File: config.mk
export PLATFORM = sky130hd
export DESIGN_NAME = teio_top
export DESIGN_NICKNAME = d
export VERILOG_FILES = /design/src/logic/teio_pkg.sv /design/src/logic/teio_top.sv
export SDC_FILE = /design/constraint.sdc
export NUM_CORES = 2
export LEC_CHECK = 0
export ABC_AREA = 1
export BUFFER_PORTS_ARGS = -buffer_cell sky130_fd_sc_hd__buf_2
export CAP_MARGIN = 20
export CORE_ASPECT_RATIO = 1.75
export CORE_MARGIN = 2
export CORE_UTILIZATION = 34
export CTS_CLUSTER_DIAMETER = 200
export DETAILED_ROUTE_END_ITERATION = 10
export GPL_TIMING_DRIVEN = 0
export PLACE_DENSITY_LB_ADDON = 0.08
export SKIP_LAST_GASP = 1
export SYNTH_ARGS = -nofsm -noshare
export SYNTH_HDL_FRONTEND = slang
export SYNTH_SLANG_ARGS = --single-unit
export TNS_END_PERCENT = 10
File: constraint.sdc
create_clock -name clock -period 3.6 [get_ports clock]
set_input_delay 0.36 -clock clock [delete_from_list [all_inputs] [get_ports clock]]
set_output_delay 0.36 -clock clock [all_outputs]
set_load 0.1 [all_outputs]
File: src/logic/teio_pkg.sv
// Purpose: Shared constants, modes and carriers for the trigger and I/O block
// Assumes: Single camera clock, plain configuration ports
// Notes:   Times in microseconds are scaled by cycles per microsecond
`default_nettype none
package teio_pkg;
  localparam int LINES          = 6;
  localparam int IDX_W          = 3;
  localparam int US_W           = 16;
  localparam int CYC_W          = 24;
  localparam int SET_W          = 16;
  localparam int FAC_W          = 8;
  localparam int ML_W           = 12;
  localparam int GAP_W          = 8;
  localparam int POS_W          = 32;
  localparam int CLK_PERIOD_NS  = 10;
  localparam int NS_PER_US      = 1000;
  localparam int CYC_PER_US_DEF = NS_PER_US / CLK_PERIOD_NS;
  localparam int MUL_GAP_DEF    = 1;
  // Synchroniser channel positions
  localparam int CH_CLHS        = 0;
  localparam int CH_A           = 1;
  localparam int CH_B           = 2;
  localparam int CH_IO          = 3;
  localparam int NCH            = CH_IO + LINES;
  localparam int LINE_ONE       = 0;

  typedef enum logic {ORIGIN_INTERNAL, ORIGIN_EXTERNAL} teio_origin_e;
  typedef enum logic [1:0] {PICK_CLHS, PICK_SHAFT, PICK_LINE1} teio_pick_e;
  typedef enum logic [1:0] {
    EDGE_LOW_TO_HIGH, EDGE_HIGH_TO_LOW, EDGE_EITHER
  } teio_edge_e;
  typedef enum logic {SENSE_CCW, SENSE_CW} teio_sense_e;
  typedef enum logic {POLICY_POSITION, POLICY_MOTION} teio_policy_e;
  typedef enum logic {ORDER_MUL_DIV, ORDER_DIV_MUL} teio_order_e;
  typedef enum logic [1:0] {LS_IDLE, LS_LEAD, LS_HIGH} teio_lstate_e;

  typedef struct packed {
    teio_origin_e           trigger_origin_kind;
    teio_pick_e             external_trigger_pick;
    teio_edge_e             trigger_edge_sense;
    teio_sense_e            shaft_forward_sense;
    teio_policy_e           shaft_pulse_policy;
    teio_order_e            shaft_scale_order;
    logic [FAC_W-1:0]       shaft_rate_mul;
    logic [FAC_W-1:0]       shaft_rate_div;
    logic [US_W-1:0]        sensor_fire_lag;
    logic [CYC_W-1:0]       internal_row_rate;
    logic [SET_W-1:0]       input_settle_time;
  } teio_trig_cfg_s;

  typedef struct packed {
    logic                   out_enable;
    logic                   out_drive_origin;
    logic                   out_static_level;
    logic                   line_polarity_flip;
    logic [US_W-1:0]        out_pulse_lead;
    logic [US_W-1:0]        out_pulse_width;
  } teio_line_cfg_s;

  localparam teio_line_cfg_s LINE_CFG_RST = '0;
endpackage
`default_nettype wire

File: src/logic/teio_top.sv
// Purpose: Line trigger selection, shaft decoding, rescaling, delay and I/O
// Assumes: Pins are asynchronous; configuration is quasi-static
// Notes:   One pending sensor delay and one pulse per line at a time
`timescale 1ns/100ps
`default_nettype none
module teio_top #(
  parameter int CYC_PER_US = teio_pkg::CYC_PER_US_DEF,
  parameter int MUL_GAP    = teio_pkg::MUL_GAP_DEF
) (
  // Clock, reset, enable
  input  wire logic                        clock,
  input  wire logic                        rst_b,
  input  wire logic                        clk_en,
  // Trigger configuration
  input  wire teio_pkg::teio_trig_cfg_s    trig_cfg,
  // Per-line configuration port
  input  wire logic [teio_pkg::IDX_W-1:0]  io_line_index,
  input  wire teio_pkg::teio_line_cfg_s    line_cfg,
  input  wire logic                        line_cfg_write,
  input  wire logic                        line_level_sample,
  output logic                             line_level_readback,
  // Link and pins
  input  wire logic                        clhs_trigger,
  input  wire logic                        shaft_phase_a,
  input  wire logic                        shaft_phase_b,
  input  wire logic [teio_pkg::LINES-1:0]  io_line_in,
  output logic [teio_pkg::LINES-1:0]       io_line_out,
  output logic [teio_pkg::LINES-1:0]       io_line_oe,
  // Sensor side
  output logic                             sensor_trigger,
  output logic                             scan_reverse
);
  import teio_pkg::*;

  localparam logic [GAP_W-1:0] MUL_GAP_M1 = GAP_W'(MUL_GAP - 1);

  function automatic logic [CYC_W-1:0] us_to_cyc(input logic [US_W-1:0] us);
    us_to_cyc = CYC_W'(int'(us) * CYC_PER_US);
  endfunction

  // Returns {b_leads, a_leads} for one legal gray step; jumps give 0
  function automatic logic [1:0] quad_step(input logic [1:0] p,
                                           input logic [1:0] c);
    quad_step = 2'h0;
    if (c == {~p[0], p[1]}) begin
      quad_step = 2'h1;
    end else if (c == {p[0], ~p[1]}) begin
      quad_step = 2'h2;
    end
  endfunction

  function automatic logic [FAC_W-1:0] at_least_one(input logic [FAC_W-1:0] f);
    at_least_one = (f == '0) ? FAC_W'(1) : f;
  endfunction

  // Synchroniser, two flops per pin
  logic [NCH-1:0]   sync1_q;
  logic [NCH-1:0]   sync2_q;
  wire  [NCH-1:0]   raw_in = {io_line_in, shaft_phase_b, shaft_phase_a,
                              clhs_trigger};

  always_ff @(posedge clock or negedge rst_b) begin
    if (!rst_b) begin
      sync1_q <= '0;
      sync2_q <= '0;
    end else if (clk_en) begin
      sync1_q <= raw_in;
      sync2_q <= sync1_q;
    end
  end

  // Debounce, settle time in clock cycles
  logic [NCH-1:0]   deb_q;
  logic [SET_W-1:0] settle_cnt_q [NCH];
  wire  [SET_W-1:0] settle   = trig_cfg.input_settle_time;
  wire  [SET_W-1:0] settle_m1 = (settle == '0) ? '0 : settle - SET_W'(1);

  always_ff @(posedge clock or negedge rst_b) begin
    if (!rst_b) begin
      deb_q <= '0;
      for (int i = 0; i < NCH; i++) begin
        settle_cnt_q[i] <= '0;
      end
    end else if (clk_en) begin
      for (int i = 0; i < NCH; i++) begin
        if (sync2_q[i] == deb_q[i]) begin
          settle_cnt_q[i] <= '0;
        end else if (settle_cnt_q[i] >= settle_m1) begin
          deb_q[i]        <= sync2_q[i];
          settle_cnt_q[i] <= '0;
        end else begin
          settle_cnt_q[i] <= settle_cnt_q[i] + SET_W'(1);
        end
      end
    end
  end

  // Line settings, stored by index
  teio_line_cfg_s   line_cfg_q [LINES];
  wire              idx_ok = (int'(io_line_index) < LINES);

  always_ff @(posedge clock or negedge rst_b) begin
    if (!rst_b) begin
      for (int i = 0; i < LINES; i++) begin
        line_cfg_q[i] <= LINE_CFG_RST;
      end
    end else if (clk_en && line_cfg_write && idx_ok) begin
      line_cfg_q[io_line_index] <= line_cfg;
    end
  end

  logic [LINES-1:0] line_in_flip;
  always_comb begin
    for (int i = 0; i < LINES; i++) begin
      line_in_flip[i] = deb_q[CH_IO+i] ^ line_cfg_q[i].line_polarity_flip;
    end
  end

  // Quadrature decode and position tracking
  logic [1:0]              ab_q;
  logic signed [POS_W-1:0] pos_q;
  logic signed [POS_W-1:0] peak_q;
  logic                    dir_rev_q;
  wire  [1:0] ab_now   = {deb_q[CH_A], deb_q[CH_B]};
  wire  [1:0] step     = quad_step(ab_q, ab_now);
  wire        ccw      = (trig_cfg.shaft_forward_sense == SENSE_CCW);
  wire        step_fwd = ccw ? step[0] : step[1];
  wire        step_bck = ccw ? step[1] : step[0];
  wire        motion   = (trig_cfg.shaft_pulse_policy == POLICY_MOTION);
  wire        new_pos  = step_fwd && (pos_q == peak_q);
  wire        enc_pulse = motion ? (step_fwd || step_bck) : new_pos;

  always_ff @(posedge clock or negedge rst_b) begin
    if (!rst_b) begin
      ab_q      <= '0;
      pos_q     <= '0;
      peak_q    <= '0;
      dir_rev_q <= 1'b0;
    end else if (clk_en) begin
      ab_q <= ab_now;
      if (step_fwd) begin
        pos_q     <= pos_q + POS_W'(1);
        dir_rev_q <= 1'b0;
      end else if (step_bck) begin
        pos_q     <= pos_q - POS_W'(1);
        dir_rev_q <= 1'b1;
      end
      if (new_pos) begin
        peak_q <= peak_q + POS_W'(1);
      end
    end
  end

  // Rescaler: divider and multiplier in either order
  logic [FAC_W-1:0] div_cnt_q;
  logic [ML_W-1:0]  mul_left_q;
  logic [GAP_W-1:0] gap_q;
  wire  mul_first = (trig_cfg.shaft_scale_order == ORDER_MUL_DIV);
  wire  [FAC_W-1:0] div_f = at_least_one(trig_cfg.shaft_rate_div);
  wire  [FAC_W-1:0] mul_f = at_least_one(trig_cfg.shaft_rate_mul);
  wire  mul_out = (mul_left_q != '0) && (gap_q == '0);
  wire  div_in  = mul_first ? mul_out : enc_pulse;
  wire  div_out = div_in && (div_cnt_q >= div_f - FAC_W'(1));
  wire  mul_in  = mul_first ? enc_pulse : div_out;
  wire  shaft_pulse = mul_first ? div_out : mul_out;
  wire  [ML_W-1:0] mul_left_d = mul_left_q - ML_W'(mul_out)
                                + (mul_in ? ML_W'(mul_f) : '0);

  always_ff @(posedge clock or negedge rst_b) begin
    if (!rst_b) begin
      div_cnt_q  <= '0;
      mul_left_q <= '0;
      gap_q      <= '0;
    end else if (clk_en) begin
      if (div_in) begin
        div_cnt_q <= div_out ? '0 : div_cnt_q + FAC_W'(1);
      end
      mul_left_q <= mul_left_d;
      if (mul_out) begin
        gap_q <= MUL_GAP_M1;
      end else if (gap_q != '0) begin
        gap_q <= gap_q - GAP_W'(1);
      end
    end
  end

  // Source pick, edge sense and internal rate
  logic             lvl_prev_q;
  logic [CYC_W-1:0] row_cnt_q;
  wire  pick_clhs = (trig_cfg.external_trigger_pick == PICK_CLHS);
  wire  pick_shaft = (trig_cfg.external_trigger_pick == PICK_SHAFT);
  wire  pick_line = (trig_cfg.external_trigger_pick == PICK_LINE1);
  wire  lvl = pick_clhs ? deb_q[CH_CLHS] : line_in_flip[LINE_ONE];
  wire  rise = lvl && !lvl_prev_q;
  wire  fall = !lvl && lvl_prev_q;
  wire  edge_hit = (trig_cfg.trigger_edge_sense == EDGE_LOW_TO_HIGH) ? rise :
                   (trig_cfg.trigger_edge_sense == EDGE_HIGH_TO_LOW) ? fall :
                   (trig_cfg.trigger_edge_sense == EDGE_EITHER) ? rise || fall
                   : 1'b0;
  wire  ext_trig = pick_shaft ? shaft_pulse :
                   (pick_clhs || pick_line) ? edge_hit : 1'b0;
  wire  [CYC_W-1:0] row_period = trig_cfg.internal_row_rate;
  wire  int_trig = (row_period != '0) &&
                   (row_cnt_q >= row_period - CYC_W'(1));
  wire  internal = (trig_cfg.trigger_origin_kind == ORIGIN_INTERNAL);
  wire  accepted = internal ? int_trig : ext_trig;

  always_ff @(posedge clock or negedge rst_b) begin
    if (!rst_b) begin
      lvl_prev_q <= 1'b0;
      row_cnt_q  <= '0;
    end else if (clk_en) begin
      lvl_prev_q <= lvl;
      row_cnt_q  <= (int_trig || !internal) ? '0 : row_cnt_q + CYC_W'(1);
    end
  end

  // Sensor trigger lag
  logic             lag_busy_q;
  logic [CYC_W-1:0] lag_cnt_q;
  wire  [CYC_W-1:0] lag_cyc = us_to_cyc(trig_cfg.sensor_fire_lag);
  wire  start_lag = accepted && !lag_busy_q;
  wire  fire = (start_lag && lag_cyc == '0) ||
               (lag_busy_q && lag_cnt_q == '0);
  wire  scan_rev_d = !internal && pick_shaft && motion && dir_rev_q;

  always_ff @(posedge clock or negedge rst_b) begin
    if (!rst_b) begin
      lag_busy_q     <= 1'b0;
      lag_cnt_q      <= '0;
      sensor_trigger <= 1'b0;
      scan_reverse   <= 1'b0;
    end else if (clk_en) begin
      sensor_trigger <= fire;
      scan_reverse   <= scan_rev_d;
      if (start_lag && lag_cyc != '0) begin
        lag_busy_q <= 1'b1;
        lag_cnt_q  <= lag_cyc - CYC_W'(1);
      end else if (lag_busy_q) begin
        lag_busy_q <= (lag_cnt_q != '0);
        lag_cnt_q  <= lag_cnt_q - CYC_W'(1);
      end
    end
  end

  // Output line pulse engines
  teio_lstate_e     line_st_q  [LINES];
  logic [CYC_W-1:0] line_cnt_q [LINES];

  always_ff @(posedge clock or negedge rst_b) begin
    if (!rst_b) begin
      io_line_out <= '0;
      io_line_oe  <= '0;
      for (int i = 0; i < LINES; i++) begin
        line_st_q[i]  <= LS_IDLE;
        line_cnt_q[i] <= '0;
      end
    end else if (clk_en) begin
      for (int i = 0; i < LINES; i++) begin
        io_line_oe[i]  <= line_cfg_q[i].out_enable;
        io_line_out[i] <= line_cfg_q[i].out_drive_origin ?
          ((line_st_q[i] == LS_HIGH) ^ line_cfg_q[i].line_polarity_flip) :
          line_cfg_q[i].out_static_level;
        case (line_st_q[i])
          LS_IDLE: begin
            if (fire && line_cfg_q[i].out_drive_origin) begin
              line_st_q[i]  <= LS_LEAD;
              line_cnt_q[i] <= us_to_cyc(line_cfg_q[i].out_pulse_lead);
            end
          end
          LS_LEAD: begin
            if (line_cnt_q[i] == '0) begin
              line_cnt_q[i] <= us_to_cyc(line_cfg_q[i].out_pulse_width);
              line_st_q[i]  <= (line_cfg_q[i].out_pulse_width == '0) ?
                               LS_IDLE : LS_HIGH;
            end else begin
              line_cnt_q[i] <= line_cnt_q[i] - CYC_W'(1);
            end
          end
          LS_HIGH: begin
            if (line_cnt_q[i] <= CYC_W'(1)) begin
              line_st_q[i]  <= LS_IDLE;
              line_cnt_q[i] <= '0;
            end else begin
              line_cnt_q[i] <= line_cnt_q[i] - CYC_W'(1);
            end
          end
          default: begin
            line_st_q[i] <= LS_IDLE;
          end
        endcase
      end
    end
  end

  // Readback of the selected line
  wire sel_level = !idx_ok ? 1'b0 :
                   io_line_oe[io_line_index] ? io_line_out[io_line_index] :
                   line_in_flip[io_line_index];

  always_ff @(posedge clock or negedge rst_b) begin
    if (!rst_b) begin
      line_level_readback <= 1'b0;
    end else if (clk_en && line_level_sample) begin
      line_level_readback <= sel_level;
    end
  end
endmodule
`default_nettype wire

# Word level (Yosys, flattened, before mapping)
# Index checks and enable logic that the tools add are counted.
[word_totals]
ff_bits = 703
latchBits = 0
mem_bits_rw = 0
mem_bits_ro = 0
input_bits = 133
elab_cells = 433
mem_count = 0
[op_classes]
addsub = 28
mul = 13
div_mod_pow = 0
order_cmp = 21
n_eq_ne = 46
shifts = 0
n_mux = 120
n_bitwise = 24
reduce_logical = 97
[op_table]
columns = ["operator", "n"]
rows = [
  ["$mux W24", 21],
  ["$pmux W24 S3", 6],
  ["$mux W16", 19],
  ["$mul A16 B5 Y21 const B", 13],
  ["$bwmux W216", 1],
  ["$logic_not A24 Y1", 8],
  ["$sub A24 B1 Y24 const B", 8],
  ["$add A16 B1 Y16 const B", 9],
  ["$ge A16 B16 Y1", 9],
  ["$le A24 B1 Y1 const B", 6],
  ["$logic_not A16 Y1", 7],
  ["$demux W36 S3", 1],
  ["$reduce_bool A24 Y1", 3],
  ["$add A32 B2 Y32 const B", 2],
  ["$mux W32", 2],
  ["$mux W2", 26],
  ["$mux W8", 6],
  ["$reduce_and A3 Y1", 15],
  ["$mux W36", 1],
  ["$pmux W2 S3", 6],
  ["$eq A32 B32 Y1", 1],
  ["$sub A32 B2 Y32 const B", 1],
  ["$mux W1", 28],
  ["$add A24 B1 Y24 const B", 1],
  ["33 further kinds", 149],
]

# Logic depth before layout (Yosys ltp)
[logic_depth]
ltp_word = 18
mapped_depth = 31
mapped_depth_nobuf = 31

# Worst setup path after synthesis
# No wires, ideal clock.
[synth_timing]
path_type = "input port to flip-flop"
from = "in trig_cfg[59] (netlist bit)"
to = "reg mul_left_q[9]"
arrival_ns = 3.973
slack_ns = -0.508
cell_stages = 31
cell_sequence = "nor2_1 -> inv_1 -> nor3_1 -> a31oi_1 -> ha_1 -> nand2_1 -> xnor2_1 -> inv_1 -> ha_1 -> nand2_1 -> nor2_1 -> nand2_1 -> nand2_1 -> inv_1 -> nand2_1 -> nand3_1 -> ha_1 -> inv_1 -> ha_1 -> nand3_1 -> nand2_1 -> nand2_1 -> nand2_1 -> a21oi_1 -> o21ai_0 -> nand2_1 -> nand2_1 -> a21oi_1 -> or2_2 -> nand3_1 -> o21ai_0"
[synth_between]
elab_chain_cells = 8
[synth_rtl]
columns = ["item", "line", "text"]
rows = [
  ["from (decl)", "teio_top.sv:15", "input wire teio_pkg::teio_trig_cfg_s trig_cfg,"],
  ["$logic_not A8 Y1", "teio_top.sv:53", "at_least_one = (f == '0) ? FAC_W'(1) : f;"],
  ["$mux W8 *", "teio_top.sv:53", ""],
  ["$sub A8 B1 Y8 *", "teio_top.sv:163", "wire div_out = div_in && (div_cnt_q >= div_f - FAC_W'(1));"],
  ["$ge A8 B8 Y1 *", "teio_top.sv:163", ""],
  ["$logic_and A1 B1 Y1 *", "teio_top.sv:163", ""],
  ["$mux W1 *", "teio_top.sv:164", "wire mul_in = mul_first ? enc_pulse : div_out;"],
  ["$mux W8 *", "teio_top.sv:167", "+ (mul_in ? ML_W'(mul_f) : '0);"],
  ["$add A12 B8 Y12 *", "teio_top.sv:167", ""],
  ["to (signal assigned)", "teio_top.sv:178", "mul_left_q <= mul_left_d;"],
  ["to (decl)", "teio_top.sv:156", "logic [ML_W-1:0] mul_left_q;"],
]
# Mark *: on every way between the ends. The rest lies on a longest branch, timed or not.
# A chain may end at the register's enable or synchronous reset.

# Final worst setup path
[layout_timing]
from = "reg deb_q[1]"
to = "reg pos_q[26]"
[layout_between]
elab_chain_cells = 6
word_cells_on_any_way = 9
cone_classes = "eq/ne (2); mux (5); reduce/logical (2)"
[layout_rtl]
columns = ["item", "line", "text"]
rows = [
  ["from (decl)", "teio_top.sv:73", "logic [NCH-1:0] deb_q;"],
  ["from (signal, indexed assignment)", "teio_top.sv:89", "deb_q[i] <= sync2_q[i];"],
  ["$eq A2 B2 Y1", "teio_top.sv:47", "end else if (c == {p[0], ~p[1]}) begin"],
  ["$mux W2", "teio_top.sv:47", ""],
  ["$mux W2 *", "teio_top.sv:45", "if (c == {~p[0], p[1]}) begin"],
  ["$mux W1 (on tied branches)", "teio_top.sv:127, teio_top.sv:128", ""],
  ["$reduce_bool A2 Y1 (no source line)", "--", ""],
  ["$reduce_and A2 Y1 (no source line)", "--", ""],
  ["to (signal assigned)", "teio_top.sv:142", "pos_q <= pos_q + POS_W'(1);"],
  ["to (signal assigned)", "teio_top.sv:145", "pos_q <= pos_q - POS_W'(1);"],
  ["to (decl)", "teio_top.sv:121", "logic signed [POS_W-1:0] pos_q;"],
]
# Marks and branches as above.

==> metrics <==
status=complete, but fails checks; failing checks=negative setup slack; R2R cell count=21; DIE WIDTH=340.2 um; Yosys reg bits=703; Crit. Startpoint=deb_q[1]$_DFFE_PN0P_; CTS tree=yes; Worst-Margin Slew=1.205 ns; fin nets=10782; r2r setup slk=-0.02 ns; post-synthesis net count=10454; Pwr per Cell Area=733.1 nW/um^2; synthesized area=67240 um^2; pre-CTS setup slack=-2.296 ns; via-per-instance ratio=4.961; Core Region=197300 um^2; die area=201500 um^2; worst hold slack=0.06132 ns; area of the multi-input gates=44110 um^2; critical path launch point type=flop; HP Class=in -> reg; RSZ-0062 raised after global routing=true; crit end category=flop; detailed placer's ending HPWL=180300 um; worst r2r dst=pos_q[26]$_DFFE_PN0P_; Chip Height=592.3 um; Fmax=276.3 MHz; Critical Path Fanout Max=25; crit path DAT=4.20 ns; Worst VDD drop=0.0004261 V; clk_lat worst skew=0.71 ns; P&R area growth vs syn=13.78%; # DRC=0; CTS max path bufs=3; first-pass GRT wire length=348200 um; final slew viol count=0; 1st-pass router iterations=5; CTS clk-pin slew, worst paths=0.06 ns; cells after synthesis=9163; setup ws final=-0.01969 ns; total number of yosys warnings=0; Finished Cell Area=76510 um^2; port buffer count=144; required time of the critical path=4.18 ns; DRT iter0 DRCs=2783; Final min period=3.620 ns; Reg area=17610 um^2; DRT Wirelength=226500 um; initial core utilization=34.08%; antenna violations before repair=23; Syn Area/Cell=7.338 um^2; WL/cell=18.60 um; clock sink count=703; global-route usage over all layers=22.14%; vias in the first global route=61372; row cnt=216; crit path to=pos_q[26]$_DFFE_PN0P_; total CTS buffers=84; Hold Vio Cnt, Final=0; final critical-path share of the clock period=100.5%; max-cap violations=0; unique cell type count in the Yosys netlist=55; ratio of cells with drive above 1 in the final layout=7.043%; # fillers=20963; WS Path Type=reg -> reg; ANT nets after route=0; H-tree Lvls=3; via count=60431; sequential share of the synthesized area=26.16%; PnR Total Power=56.09 mW; pin count of the biggest net entering global routing=104; Setup Viol. Count Final=12; clock root buffer master=clkbuf_16; GP Congestion=0.8955; grt total ovfl=0; Slew headroom=18.83%; RR Startpoint=deb_q[1]$_DFFE_PN0P_; I/O Pins=148; Max Clock Skew=0.02927 ns; DP Area=71700 um^2; Leakage=40.24 nW
-- kinds of logic (layout without fill, tap and decap cells) --
| logic type | Yosys count | count (layout) | share of synthesized area (%) |
|---|---|---|---|
| xor gates and xnor gates | 480 | 480 | 6.263 |
| and+or+nand+nor | 3655 | 3656 | 22.81 |
| AOI/OAI and AO/OA | 1455 | 1455 | 11.79 |
| adders and majority gates | 1158 | 1158 | 23.17 |
| buffers and inverters | 1712 | 2104 | 9.804 |
| DFF | 703 | 703 | 26.16 |
| other | 0 | 8 | 0 |
-- cell usage after synthesis, drive strengths merged --
cell type     n  area [um^2]
nand2      2080         7928
inv        1531         5747
ha         1013        12670
dfrtp       703        17590
nor2        687         2596
o21ai       597         2988
a21oi       552         2763
nand3       505         2557
xor2        352         3090
nor3        155        780.8
fa          145         2903
clkbuf      137        514.2
xnor2       128         1121
o22ai        95        594.3
nand4        93        581.8
or2          47        296.5
nor4         44        275.3
buf          41        320.3
a31oi        36        225.2
a21o         27        202.7
nand3b       23        172.7
o31ai        23        172.7
o21a         22        165.2
o211ai       19        142.6
o21bai       19        142.6
a21boi       14        105.1
o221ai       14        122.6
a22oi        11        82.58
nor3b        11        82.58
o2111ai       8        70.07
and2          7        43.79
a211oi        6        45.04
a32o          3        30.03
clkinv        3        11.26
or4           3        22.52
a221oi        2        17.52
o311ai        2        17.52
a31o          1        8.760
o22a          1        8.760
o2bb2ai       1        8.760
o32ai         1        8.760
o41ai         1        8.760
-- per-stage QoR --
| stage | TNS [ns] | std cells | util [%] |
|---|---|---|---|
| floorplan | -0.5434 | 9163 | - |
| CTS | -9.401 | 12134 | 38.29 |
| global route | -39.11 | 12175 | 38.77 |
| finish | -0.1106 | 12180 | 38.78 |
| global placement | - | 11923 | 36.19 |
| detailed placement | -608.31 | 11936 | 36.34 |
-- cell usage in the layout (no fill, tap or decap), types with 27 or more instances in the layout --
master and count:
o21ai_1 29, o21ai_0 551, buf_2 148, a21oi_1 526
fa_1 144, a21o_1 27, nand4_1 93, clkbuf_1 143
o22ai_1 95, nand2_1 2032, xnor2_1 123, nor4_1 43
or2_2 45, xor2_1 349, nand3_1 484, buf_4 70
clkbuf_16 94, ha_1 992, inv_1 1521, nor3_1 142
nor2_1 665, dfrtp_1 685, a31oi_1 34
-- final cells by class --
cell class                 instances  area share [%]
tap                             2616           4.278
multi-input combinational       6749           57.66
antenna                            8         0.02617
buffer                           174           1.153
sequential                       703           23.02
clock inverter                    33          0.5920
clock buffer                     118           3.153
inverter                        1534           7.532
timing repair buffer             245           2.587
-- critical path: stages, from the launching register on --
cell,delay [ns]
dfrtp_2,0.44
xor2_2,0.16
nor2_1,0.15
nand2_1,0.08
o21ai_2,0.08
buf_4,0.14
inv_1,0.15
buf_12,0.22
ha_1,0.35
a21oi_1,0.23
inv_1,0.07
a31oi_1,0.17
inv_1,0.07
a21oi_2,0.26
nand3_2,0.21
nand2_1,0.11
nand2_1,0.08
nand2_1,0.07
nand2_1,0.06
or2_2,0.28
nand3_1,0.07
nand2_1,0.06
-- sequential cells by signal, indices dropped and copies added (netlist names), 12 cells and up --
name and cells:
settle_cnt_q 144, line_st_q 12, row_cnt_q 24, pos_q 32, peak_q 32, lag_cnt_q 24, mul_left_q 12, line_cnt_q 144
line_cfg_q 216
-- report_power, final --
group	switching [mW]	internal, mW
Combinational	22.2	12.6
Sequential	2.28	9.75
Clock	3.92	5.34
Total	28.4	27.7
-- what timing repair did --
action                     in CTS  in global routing
gates cloned                    5                  8
setup buffers                  34                 30
hold buffers                   12                  0
setup endpoints to repair     369                337
gates resized for setup       140                151
pin swaps                      29                 48
hold endpoints to repair      213                  0
-- per-layer routing --
layer | wire length (um) | GRT usage, %
met5 | 30 | 0
met4 | 9597 | 8.459
met3 | 6216 | 2.184
met2 | 123700 | 44.01
met1 | 86970 | 23.64
-- how the worst min path moves through the flow --
stage | startpoint | to | slack (ns) | cells after the start
2_1_floorplan | rst_b | ab_q[0]$_DFFE_PN0P_ | 0.06 | 0
3_3_place_gp | line_cnt_q[47]$_DFFE_PN0P_ | line_cnt_q[47]$_DFFE_PN0P_ | 0.46 | 2
5_1_grt | line_level_sample | line_level_readback$_DFFE_PN0P_ | 0.06 | 3
6_report | trig_cfg[40] | lag_cnt_q[2]$_DFFE_PN0P_ | 0.06 | 4
3_5_place_dp | rst_b | peak_q[29]$_DFFE_PN0P_ | 0.26 | 1
4_1_cts | trig_cfg[40] | lag_cnt_q[2]$_DFFE_PN0P_ | 0.005 | 4
Note: power is estimated with default switching activity, not from simulation.
